--- src/include/fcs_regs.svh ---
`ifndef FCS_REGS_SVH
`define FCS_REGS_SVH

// Register offsets
`define FCS_REG_CTRL 8'h00
`define FCS_REG_ADDR 8'h04
`define FCS_REG_WDATA 8'h08
`define FCS_REG_SECT 8'h0C
`define FCS_REG_STAT 8'h10
`define FCS_REG_RDATA 8'h14

// Field positions
`define FCS_CTRL_START_BIT 8
`define FCS_STAT_BUSY_BIT 0
`define FCS_STAT_DONE_BIT 1
`define FCS_STAT_FAIL_BIT 2
`define FCS_STAT_REJECT_BIT 3
`define FCS_STAT_RAW_LSB 8

// Reset values
`define FCS_ADDR_RST 17'h00000
`define FCS_WDATA_RST 8'hFF
`define FCS_SECT_RST 8'h00

// Flash status bit positions
`define FCS_DQ_POLL 7
`define FCS_DQ_TLIM 5

// Flash command words
`define FCS_ADR_UNLOCK1 17'h05555
`define FCS_ADR_UNLOCK2 17'h02AAA
`define FCS_DAT_UNLOCK1 8'hAA
`define FCS_DAT_UNLOCK2 8'h55
`define FCS_CMD_RESET 8'hF0
`define FCS_CMD_ID 8'h90
`define FCS_CMD_PROG 8'hA0
`define FCS_CMD_ERASE 8'h80
`define FCS_CMD_CHIP 8'h10
`define FCS_CMD_SECT 8'h30
`define FCS_SECT_SHIFT 14

// AXI responses
`define FCS_RESP_OKAY 2'h0
`define FCS_RESP_SLVERR 2'h2

// Timing
`define FCS_CLK_PERIOD_NS 25
`define FCS_T_WP_NS 50
`define FCS_T_ACC_NS 120
`define FCS_T_SE_WINDOW_NS 80000
`define FCS_SYNC_STAGES 2
`define FCS_WP_CYC \
    ((`FCS_T_WP_NS + `FCS_CLK_PERIOD_NS - 1) / `FCS_CLK_PERIOD_NS)
`define FCS_RD_CYC ((`FCS_T_ACC_NS + `FCS_CLK_PERIOD_NS - 1) \
    / `FCS_CLK_PERIOD_NS + `FCS_SYNC_STAGES)
`define FCS_SE_WIN_CYC (`FCS_T_SE_WINDOW_NS / `FCS_CLK_PERIOD_NS)

`endif

--- src/include/fcs_pkg.sv ---
package fcs_pkg;

    typedef enum logic [2:0] {
        FCS_OP_READ, FCS_OP_RESET, FCS_OP_ID,
        FCS_OP_PROG, FCS_OP_CHIP, FCS_OP_SECT
    } fcs_op_t;

    typedef enum logic [2:0] {
        ST_IDLE, ST_WR, ST_RD, ST_POLL, ST_FINAL
    } fcs_state_t;

    typedef enum logic [1:0] {
        PH_IDLE, PH_SETUP, PH_STROBE, PH_HOLD
    } fcs_ph_t;

endpackage

--- src/include/fcs_cyc_if.sv ---
`timescale 1ns/100ps
`default_nettype none
interface fcs_cyc_if;
    logic req;
    logic wr;
    logic [16:0] addr;
    logic [7:0] wdata;
    logic done;
    logic [7:0] rdata;
    modport host(output req, wr, addr, wdata, input done, rdata);
    modport target(input req, wr, addr, wdata, output done, rdata);
endinterface
`default_nettype wire

--- src/design/fcs_pin_cycle.sv ---
`timescale 1ns/100ps
`default_nettype none
`include "fcs_regs.svh"
module fcs_pin_cycle #(
    parameter int WP_CYC = `FCS_WP_CYC,
    parameter int RD_CYC = `FCS_RD_CYC
) (
    // Clock and reset
    input wire logic aclk,
    input wire logic aresetn,
    // Bus cycle requests
    fcs_cyc_if.target cyc,
    // Flash pins
    output logic [16:0] flash_addr,
    input wire logic [7:0] flash_dq_i,
    output logic [7:0] flash_dq_o,
    output logic flash_dq_oe,
    output logic flash_ce_n,
    output logic flash_we_n,
    output logic flash_oe_n
);
    import fcs_pkg::*;

    if (WP_CYC < 1 || WP_CYC > 255 || RD_CYC < 3 || RD_CYC > 255)
    begin : g_bad_param
        $error("fcs_pin_cycle: unsupported cycle counts");
    end

    typedef struct packed {
        fcs_ph_t ph;
        logic wr;
        logic [7:0] cnt;
        logic [16:0] addr;
        logic [7:0] data;
        logic ce_n;
        logic we_n;
        logic oe_n;
        logic dq_oe;
        logic [7:0] s1;
        logic [7:0] s2;
        logic [7:0] rdata;
    } fcs_pin_st_t;

    localparam fcs_pin_st_t PIN_RST = '{ph: PH_IDLE, ce_n: 1'b1,
        we_n: 1'b1, oe_n: 1'b1, default: '0};

    fcs_pin_st_t q;
    fcs_pin_st_t d;

    always_comb
    begin
        d = q;
        d.s1 = flash_dq_i;
        d.s2 = q.s1;
        case (q.ph)
            PH_IDLE:
                if (cyc.req)
                begin
                    d.ph = PH_SETUP;
                    d.wr = cyc.wr;
                    d.addr = cyc.addr;
                    d.data = cyc.wdata;
                    d.dq_oe = cyc.wr;
                end
            PH_SETUP:
            begin
                // Address and data settle a cycle ahead of both strobes
                d.ph = PH_STROBE;
                d.ce_n = 1'b0;
                d.we_n = !q.wr;
                d.oe_n = q.wr;
                d.cnt = q.wr ? 8'(WP_CYC - 1) : 8'(RD_CYC - 1);
            end
            PH_STROBE:
                if (q.cnt == 8'h00)
                begin
                    // Both strobes rise together, data still driven
                    d.ph = PH_HOLD;
                    d.ce_n = 1'b1;
                    d.we_n = 1'b1;
                    d.oe_n = 1'b1;
                    if (!q.wr)
                        d.rdata = q.s2;
                end
                else
                    d.cnt = q.cnt - 8'h01;
            PH_HOLD:
            begin
                d.ph = PH_IDLE;
                d.dq_oe = 1'b0;
            end
            default:
                d = PIN_RST;
        endcase
    end

    always_ff @(posedge aclk)
    begin
        if (!aresetn)
            q <= PIN_RST;
        else
            q <= d;
    end

    assign cyc.done = q.ph == PH_HOLD;
    assign cyc.rdata = q.rdata;
    assign flash_addr = q.addr;
    assign flash_dq_o = q.data;
    assign flash_dq_oe = q.dq_oe;
    assign flash_ce_n = q.ce_n;
    assign flash_we_n = q.we_n;
    assign flash_oe_n = q.oe_n;
endmodule
`default_nettype wire

--- src/design/fcs_ctrl.sv ---
// Contract
// - Identification mode persists until the read/reset sequence is written.
// - Byte program: two unlock writes, program setup, then address and data.
// - Program ends when poll bit matches written bit; poll that address.
// - Chip erase is six writes: unlocks, setup, unlocks, chip erase.
// - Extra sector writes accepted only within 80us of the previous one.
// - Only selected sectors erase; poll inside an erasing sector for one.
// - Poll valid after sixth or last sector write; poll unprotected sector (code polls the lowest selected sector, protected or not).
// - Poll bit may flip before other bits settle; reread for valid data.
// - Unlock AAH at 5555H, 55H at 2AAAH, command byte at 5555H.
`timescale 1ns/100ps
`default_nettype none
`include "fcs_regs.svh"
module fcs_ctrl #(
    parameter int WP_CYC = `FCS_WP_CYC,
    parameter int RD_CYC = `FCS_RD_CYC,
    parameter int SE_WIN_CYC = `FCS_SE_WIN_CYC
) (
    // Clock and reset
    input wire logic aclk,
    input wire logic aresetn,
    // AXI4-Lite write
    input wire logic [7:0] s_axi_awaddr,
    input wire logic s_axi_awvalid,
    output logic s_axi_awready,
    input wire logic [31:0] s_axi_wdata,
    input wire logic [3:0] s_axi_wstrb,
    input wire logic s_axi_wvalid,
    output logic s_axi_wready,
    output logic [1:0] s_axi_bresp,
    output logic s_axi_bvalid,
    input wire logic s_axi_bready,
    // AXI4-Lite read
    input wire logic [7:0] s_axi_araddr,
    input wire logic s_axi_arvalid,
    output logic s_axi_arready,
    output logic [31:0] s_axi_rdata,
    output logic [1:0] s_axi_rresp,
    output logic s_axi_rvalid,
    input wire logic s_axi_rready,
    // Flash pins
    output logic [16:0] flash_addr,
    input wire logic [7:0] flash_dq_i,
    output logic [7:0] flash_dq_o,
    output logic flash_dq_oe,
    output logic flash_ce_n,
    output logic flash_we_n,
    output logic flash_oe_n
);
    import fcs_pkg::*;

    if (SE_WIN_CYC < 16 || SE_WIN_CYC > 8000)
    begin : g_bad_param
        $error("fcs_ctrl: unsupported sector window count");
    end

    typedef struct packed {
        fcs_state_t st;
        fcs_op_t op;
        logic [2:0] step;
        logic [7:0] pend;
        logic [16:0] poll_addr;
        logic retry;
        logic [16:0] addr_r;
        logic [7:0] wdata_r;
        logic [7:0] sect_r;
        logic [2:0] op_r;
        logic done;
        logic fail;
        logic reject;
        logic [7:0] raw;
        logic [7:0] rdata;
        logic aw_got;
        logic [7:0] awaddr;
        logic w_got;
        logic [31:0] wdat;
        logic [3:0] wstrb;
        logic bvalid;
        logic [1:0] bresp;
        logic rvalid;
        logic [31:0] rdat;
        logic [1:0] rresp;
    } fcs_ctrl_st_t;

    localparam fcs_ctrl_st_t CTRL_RST = '{st: ST_IDLE, op: FCS_OP_READ,
        addr_r: `FCS_ADDR_RST, wdata_r: `FCS_WDATA_RST,
        sect_r: `FCS_SECT_RST, default: '0};

    fcs_ctrl_st_t q;
    fcs_ctrl_st_t d;

    function automatic logic [7:0] cmd_byte(fcs_op_t op);
        case (op)
            FCS_OP_ID: cmd_byte = `FCS_CMD_ID;
            FCS_OP_PROG: cmd_byte = `FCS_CMD_PROG;
            FCS_OP_CHIP, FCS_OP_SECT: cmd_byte = `FCS_CMD_ERASE;
            default: cmd_byte = `FCS_CMD_RESET;
        endcase
    endfunction

    function automatic logic [2:0] last_step(fcs_op_t op);
        case (op)
            FCS_OP_PROG: last_step = 3'h3;
            FCS_OP_CHIP, FCS_OP_SECT: last_step = 3'h5;
            default: last_step = 3'h2;
        endcase
    endfunction

    function automatic logic [2:0] lowest(logic [7:0] m);
        lowest = 3'h0;
        for (int i = 7; i >= 0; i--)
            if (m[i])
                lowest = 3'(i);
    endfunction

    // Address and data of one command write, as {addr, data}
    function automatic logic [24:0] seq_word(fcs_op_t op, logic [2:0] step,
        logic [16:0] a, logic [7:0] dat, logic [2:0] sec);
        case (step)
            3'h1, 3'h4: seq_word = {`FCS_ADR_UNLOCK2, `FCS_DAT_UNLOCK2};
            3'h2: seq_word = {`FCS_ADR_UNLOCK1, cmd_byte(op)};
            3'h3: seq_word = (op == FCS_OP_PROG) ? {a, dat}
                : {`FCS_ADR_UNLOCK1, `FCS_DAT_UNLOCK1};
            3'h5: seq_word = (op == FCS_OP_CHIP)
                ? {`FCS_ADR_UNLOCK1, `FCS_CMD_CHIP}
                : {sec, 14'h0000, `FCS_CMD_SECT};
            default: seq_word = {`FCS_ADR_UNLOCK1, `FCS_DAT_UNLOCK1};
        endcase
    endfunction

    // Register image with a mapped flag on top
    function automatic logic [32:0] reg_image(logic [7:0] a,
        fcs_ctrl_st_t s);
        case (a)
            `FCS_REG_CTRL: reg_image = {1'b1, 29'h0, s.op_r};
            `FCS_REG_ADDR: reg_image = {1'b1, 15'h0, s.addr_r};
            `FCS_REG_WDATA: reg_image = {1'b1, 24'h0, s.wdata_r};
            `FCS_REG_SECT: reg_image = {1'b1, 24'h0, s.sect_r};
            `FCS_REG_STAT: reg_image = {1'b1, 16'h0, s.raw, 4'h0,
                s.reject, s.fail, s.done, s.st != ST_IDLE};
            `FCS_REG_RDATA: reg_image = {1'b1, 24'h0, s.rdata};
            default: reg_image = 33'h0;
        endcase
    endfunction

    function automatic logic [31:0] strb_merge(logic [31:0] old,
        logic [31:0] nw, logic [3:0] strb);
        for (int i = 0; i < 4; i++)
            if (strb[i])
                old[i*8 +: 8] = nw[i*8 +: 8];
        strb_merge = old;
    endfunction

    fcs_cyc_if cyc();
    logic [2:0] cur_sec;
    logic [24:0] seq_w;
    logic poll_tgt;
    logic [32:0] wimg;
    logic [32:0] rimg;
    logic [31:0] wval;

    assign cur_sec = lowest(q.pend);
    assign seq_w = seq_word(q.op, q.step, q.addr_r, q.wdata_r, cur_sec);
    assign poll_tgt = (q.op == FCS_OP_PROG) ? q.wdata_r[7] : 1'b1;
    assign wimg = reg_image(q.awaddr, q);
    assign rimg = reg_image(s_axi_araddr, q);
    assign wval = strb_merge(wimg[31:0], q.wdat, q.wstrb);

    assign cyc.req = q.st != ST_IDLE;
    assign cyc.wr = q.st == ST_WR;
    assign cyc.addr = (q.st == ST_WR) ? seq_w[24:8]
        : (q.st == ST_RD) ? q.addr_r : q.poll_addr;
    assign cyc.wdata = seq_w[7:0];

    assign s_axi_awready = !q.aw_got && !q.bvalid;
    assign s_axi_wready = !q.w_got && !q.bvalid;
    assign s_axi_arready = !q.rvalid;
    assign s_axi_bvalid = q.bvalid;
    assign s_axi_bresp = q.bresp;
    assign s_axi_rvalid = q.rvalid;
    assign s_axi_rdata = q.rdat;
    assign s_axi_rresp = q.rresp;

    always_comb
    begin
        d = q;
        if (s_axi_awvalid && s_axi_awready)
        begin
            d.aw_got = 1'b1;
            d.awaddr = s_axi_awaddr;
        end
        if (s_axi_wvalid && s_axi_wready)
        begin
            d.w_got = 1'b1;
            d.wdat = s_axi_wdata;
            d.wstrb = s_axi_wstrb;
        end
        if (q.bvalid && s_axi_bready)
            d.bvalid = 1'b0;
        if (q.rvalid && s_axi_rready)
            d.rvalid = 1'b0;
        if (s_axi_arvalid && s_axi_arready)
        begin
            d.rvalid = 1'b1;
            d.rdat = rimg[31:0];
            d.rresp = rimg[32] ? `FCS_RESP_OKAY : `FCS_RESP_SLVERR;
        end
        // Command sequencer
        case (q.st)
            ST_WR:
                if (cyc.done)
                begin
                    if (q.step != last_step(q.op))
                        d.step = q.step + 3'h1;
                    else if (q.op == FCS_OP_SECT)
                    begin
                        // Queue sectors back to back inside the window
                        d.pend = q.pend & ~(8'h01 << cur_sec);
                        if (d.pend == 8'h00)
                            d.st = ST_POLL;
                    end
                    else if (q.op == FCS_OP_PROG || q.op == FCS_OP_CHIP)
                        d.st = ST_POLL;
                    else if (q.op == FCS_OP_ID)
                        d.st = ST_RD;
                    else
                    begin
                        d.st = ST_IDLE;
                        d.done = 1'b1;
                    end
                end
            ST_RD:
                if (cyc.done)
                begin
                    d.rdata = cyc.rdata;
                    if (q.op == FCS_OP_ID)
                    begin
                        // Leave identification mode at once
                        d.op = FCS_OP_RESET;
                        d.step = 3'h0;
                        d.st = ST_WR;
                    end
                    else
                    begin
                        d.st = ST_IDLE;
                        d.done = 1'b1;
                    end
                end
            ST_POLL:
                if (cyc.done)
                begin
                    d.raw = cyc.rdata;
                    if (cyc.rdata[`FCS_DQ_POLL] == poll_tgt)
                        d.st = ST_FINAL;
                    else if (cyc.rdata[`FCS_DQ_TLIM])
                    begin
                        // Poll bit rechecked once after a time limit
                        if (q.retry)
                        begin
                            d.fail = 1'b1;
                            d.op = FCS_OP_RESET;
                            d.step = 3'h0;
                            d.st = ST_WR;
                        end
                        else
                            d.retry = 1'b1;
                    end
                end
            ST_FINAL:
                if (cyc.done)
                begin
                    // Reread, low bits may lag the poll bit
                    d.rdata = cyc.rdata;
                    d.st = ST_IDLE;
                    d.done = 1'b1;
                end
            default:
                ;
        endcase
        // Register writes
        if (q.aw_got && q.w_got)
        begin
            d.aw_got = 1'b0;
            d.w_got = 1'b0;
            d.bvalid = 1'b1;
            d.bresp = wimg[32] ? `FCS_RESP_OKAY : `FCS_RESP_SLVERR;
            if (wimg[32] && q.awaddr != `FCS_REG_STAT
                && q.awaddr != `FCS_REG_RDATA)
            begin
                if (q.st != ST_IDLE)
                    d.reject = 1'b1;
                else
                    case (q.awaddr)
                        `FCS_REG_ADDR: d.addr_r = wval[16:0];
                        `FCS_REG_WDATA: d.wdata_r = wval[7:0];
                        `FCS_REG_SECT: d.sect_r = wval[7:0];
                        default:
                        begin
                            d.op_r = wval[2:0];
                            if (wval[`FCS_CTRL_START_BIT])
                            begin
                                d.done = 1'b0;
                                d.fail = 1'b0;
                                d.retry = 1'b0;
                                d.step = 3'h0;
                                d.pend = q.sect_r;
                                if (wval[2:0] > FCS_OP_SECT
                                    || (wval[2:0] == FCS_OP_SECT
                                    && q.sect_r == 8'h00))
                                    d.reject = 1'b1;
                                else
                                begin
                                    d.reject = 1'b0;
                                    d.op = fcs_op_t'(wval[2:0]);
                                    d.st = (d.op == FCS_OP_READ)
                                        ? ST_RD : ST_WR;
                                    d.poll_addr = (d.op == FCS_OP_SECT)
                                        ? {lowest(q.sect_r), 14'h0000}
                                        : q.addr_r;
                                end
                            end
                        end
                    endcase
            end
        end
    end

    always_ff @(posedge aclk)
    begin
        if (!aresetn)
            q <= CTRL_RST;
        else
            q <= d;
    end

    fcs_pin_cycle #(
        .WP_CYC(WP_CYC),
        .RD_CYC(RD_CYC)
    ) u_pin (
        .aclk(aclk),
        .aresetn(aresetn),
        .cyc(cyc),
        .flash_addr(flash_addr),
        .flash_dq_i(flash_dq_i),
        .flash_dq_o(flash_dq_o),
        .flash_dq_oe(flash_dq_oe),
        .flash_ce_n(flash_ce_n),
        .flash_we_n(flash_we_n),
        .flash_oe_n(flash_oe_n)
    );

    // Cycles since the last sector write
    logic [12:0] se_gap_q;
    logic se_wr_done;
    assign se_wr_done = q.st == ST_WR && q.op == FCS_OP_SECT
        && q.step == 3'h5 && cyc.done;
    always_ff @(posedge aclk)
    begin
        if (!aresetn)
            se_gap_q <= 13'h0000;
        else if (se_wr_done)
            se_gap_q <= 13'h0000;
        else if (se_gap_q != 13'h1FFF)
            se_gap_q <= se_gap_q + 13'h0001;
    end
endmodule
`default_nettype wire

--- config.mk ---
export PLATFORM = sky130hd
export DESIGN_NAME = fcs_ctrl
export DESIGN_NICKNAME = d
export VERILOG_FILES = /design/src/include/fcs_pkg.sv /design/src/include/fcs_cyc_if.sv /design/src/design/fcs_pin_cycle.sv /design/src/design/fcs_ctrl.sv
export VERILOG_INCLUDE_DIRS = /design/src /design/src/include
export SDC_FILE = /design/constraint.sdc
export NUM_CORES = 1
export LEC_CHECK = 0
export BUFFER_PORTS_ARGS = -buffer_cell sky130_fd_sc_hd__buf_2
export CORE_ASPECT_RATIO = 0.75
export CORE_MARGIN = 2
export CORE_UTILIZATION = 54
export CTS_BUF_LIST = sky130_fd_sc_hd__clkbuf_8
export CTS_CLUSTER_SIZE = 28
export DETAILED_ROUTE_END_ITERATION = 6
export PLACE_DENSITY = 0.79
export SLEW_MARGIN = 20
export SYNTH_ARGS = -nofsm -noshare
export SYNTH_HDL_FRONTEND = slang
export SYNTH_HIERARCHICAL = 1
export SYNTH_SLANG_ARGS = --single-unit
--- constraint.sdc ---
create_clock -name aclk -period 2.7 [get_ports aclk]
set_clock_uncertainty 0.15 [all_clocks]
set_input_delay 0.81 -clock aclk [delete_from_list [all_inputs] [get_ports aclk]]
set_output_delay 0.81 -clock aclk [all_outputs]
set_load 0.01 [all_outputs]
==> impl_metrics.tcl <==
set metrics [dict create \
    period_needed_ns 2.81 \
    r2r_cells 8 \
    vias 9112 \
    ys_top_cells_by_count "dfxtp_1 (205), nand2_1 (201), a21oi_1 (126)" \
    ys_seq_area_share_pct 41.6 \
    grt_pass1_vias 8021 \
    dr.first_iter.drc_count 936 \
    area_delta_synth_final_pct 14.9 \
    endpoint "q[155]" \
    drive_above_1_share_pct 20.9 \
    r2r_start "q[79]" \
    critPathTopFamily "compound AO/OA/AOI/OAI gates" \
    cts_root_buffer "clkbuf_8" \
    p_leak_uw 0.00436 \
    nNetsFinal 1388 \
    syn_area_sq_um 9870 \
    regArea_sq_um 4120 \
    syn_inst 1217 \
    tightest_slew_ns 0.873 \
    ys_ff_latch 205 \
    end_kind "flop" \
    maxCapViolCount 0 \
    grt_max_degree 107 \
    hp-class "in -> reg" \
    dr.pass1.iters 5 \
    yosysTopAreaCell "dfxtp_1" \
    timing.critical_path.mode_cell "buf_4" \
    grt_pass1_wl_um 42400 \
    cts_sinks 205 \
    fmax_mhz 356 \
    p_per_area_nw_per_um2 599 \
    reg2reg_slack_ns -0.11 \
    cp-start-kind "flop" \
    dominantRegCellSynth "dfxtp_1" \
    ys.warnings.count 6 \
    synthDistinctLibCells 74 \
    htree_levels 1 \
    clk_pin_slew_ns 0.07 \
    path_buf_inv 2 \
    max_slew_margin_pct 41.8 \
    multi_input_area_sq_um 5020 \
    synth_most_common_cell "dfxtp_1" \
    path_depth 8 \
    fp.coreArea_sq_um 17800 \
    failed_checks "negative setup slack" \
    dp_hpwl_um 20400 \
    path_max_fanout 5 \
    fin_crit_sh_pct 104 \
    antenna_found_initial 0 \
    synth_edf_count 0 \
    drt_wl_total_um 28000 \
    crit_start "q[79]" \
    fillers 1597 \
    r2r-end "q[155]" \
    critical_path.cell_chain "mux2_2 > a222oi_1 > a2bb2oi_2 > buf_4 > or3b_4 > buf_4 > a211oi_2 > nor3_2" \
    clk_path_buf_depth 3 \
    final.setup.worst_slack_ns -0.106 \
    synth_top_area_share_pct 41.6 \
    final_hold_viol_count 0 \
    drv_slew 0 \
    postPlaceCellArea_sq_um 10500 \
    critPathSlowestCell "a222oi_1" \
    fin_tns_setup_ns -0.295 \
    die_w_um 160 \
    ir_worst_vdd_uv 443 \
    wl_per_cell_um 17.8 \
    place_congestion 0.986 \
    drc_errors 0 \
    io_pins 137 \
    rows 42 \
    dieArea_sq_um 19400 \
    async_flop_share_pct 0 \
    worstSetupPathType "reg -> reg" \
    clock_latency_ns 0.57 \
    numCtsBuffers 31 \
    grt_setup_unrepaired "true" \
    stdcell_area_sq_um 11300 \
    hp-start "s_axi_rready" \
    cts_tree "done" \
    postSynthAreaPerCell_sq_um 8.11 \
    start_util_pct 55.6 \
    die_y_um 121 \
    portBuffers 103 \
    setup_viol 9 \
    cpPeakStageDelay_ns 0.53 \
    ant_nets 0 \
    track_usage_pct 27.6 \
    status "complete, but fails checks" \
    via_per_inst 5.79 \
    required_ns 2.97 \
    crit_arrival_ns 3.08 \
    synth.area.top_cells "dfxtp_1 (42%), nand2_1 (7.6%), a21oi_1 (6.4%), buf_4 (5.2%), nor2_1 (4.6%)" \
    grt_overflow 0 \
]
cell families after synthesis:
family / Yosys count / share of synthesized area, %
buf+inv: 166 / 9.22
fa+ha+maj: 12 / 1.50
xor+xnor: 4 / 0.355
other cells: 1 / 0.0380
compound gates: 328 / 21.7
flops: 205 / 41.6
mux: 34 / 3.84
simple gates: 467 / 21.7
worst reg2reg max path: stages (launching register included):
cell and delay [ns]:
dfxtp_4 0.37, mux2_2 0.34, a222oi_1 0.53, a2bb2oi_2 0.23
buf_4 0.14, or3b_4 0.41, buf_4 0.16, a211oi_2 0.26
nor3_2 0.07
cell usage in the layout, fill, tap and decap left out, types with 5 or more instances in the layout:
master / n
nand2_1: 201
dfxtp_1: 201
a21oi_1: 125
nor2_1: 121
buf_2: 103
buf_4: 78
o21ai_0: 40
clkbuf_8: 40
inv_1: 28
nand3_1: 26
a22oi_1: 26
and2_1: 25
mux2i_1: 24
a211oi_1: 20
a22o_1: 18
nor2b_1: 17
conb_1: 17
nor3_1: 14
o211ai_1: 14
a221oi_1: 12
o22ai_1: 11
ha_1: 10
nand2b_1: 9
a221o_1: 9
and3_1: 6
nand3b_1: 6
clkinv_2: 6
or3_1: 5
a31oi_1: 5
o31ai_1: 5
nor4_1: 5
mux2_2: 5
worst min path at each step:
stage,end,cells past startpoint
2_1_floorplan,u_pin/q[10],1
3_3_place_gp,u_pin/q[13],1
3_5_place_dp,u_pin/q[14],1
4_1_cts,s_axi_rvalid,2
5_1_grt,s_axi_rvalid,2
6_report,s_axi_rvalid,2
power by group:
part / total (uW) / internal (uW) / leakage [uW] / switching [uW]
clock: 2600 / 1410 / 0.000362 / 1190
combinational: 934 / 389 / 0.00233 / 546
sequential: 3250 / 3150 / 0.00166 / 109
repair_timing:
item / CTS / global route
gates resized for setup: 6 / 28
pin swaps: 2 / 22
endpoints found under the setup margin: 20 / 23
hold buffers: 0 / 0
buffers inserted: 1 / 5
gates cloned: 0 / 2
layout make-up:
class	count	share of cell area, %
Multi-Input combinational cell	863	44.3
Tap cell	242	2.67
Clock inverter	14	0.761
Clock buffer	40	4.85
Sequential cell	205	36.3
Antenna cell	1	0.0221
Timing Repair Buffer	186	10.4
Inverter	23	0.761
layer usage:
metal	track usage, %	routed length (um)	vias up
met2	40.1	11300	420
met3	8.17	3090	61
li1	-	-	4390
met5	0	0	-
met4	8.56	809	0
met1	39.4	12700	4241
sequential cells by signal (all words and copies together), names as in the netlist, 8 cells and up:
signal,count
u_pin/flash_dq_o,8
u_pin/flash_addr,17
s_axi_rdata,17
q,120
u_pin/d,8
u_pin/cyc.rdata,8
u_pin/q,19
stage by stage:
stage	instances	hold slack, ns	utilization [%]	worst slack [ns]	total power (uW)
2_1_floorplan	1233	0.262	-	0.00514	3970
3_3_place_gp	1512	0.267	59.4	-0.0481	4180
3_5_place_dp	1512	0.269	59.4	-0.0941	4210
4_1_cts	1567	0.259	63.1	0.000792	6800
5_1_grt	1573	0.276	63.8	-0.127	7080
6_report	1574	0.274	63.8	-0.106	6790
Power figures use the tool's default switching activity.
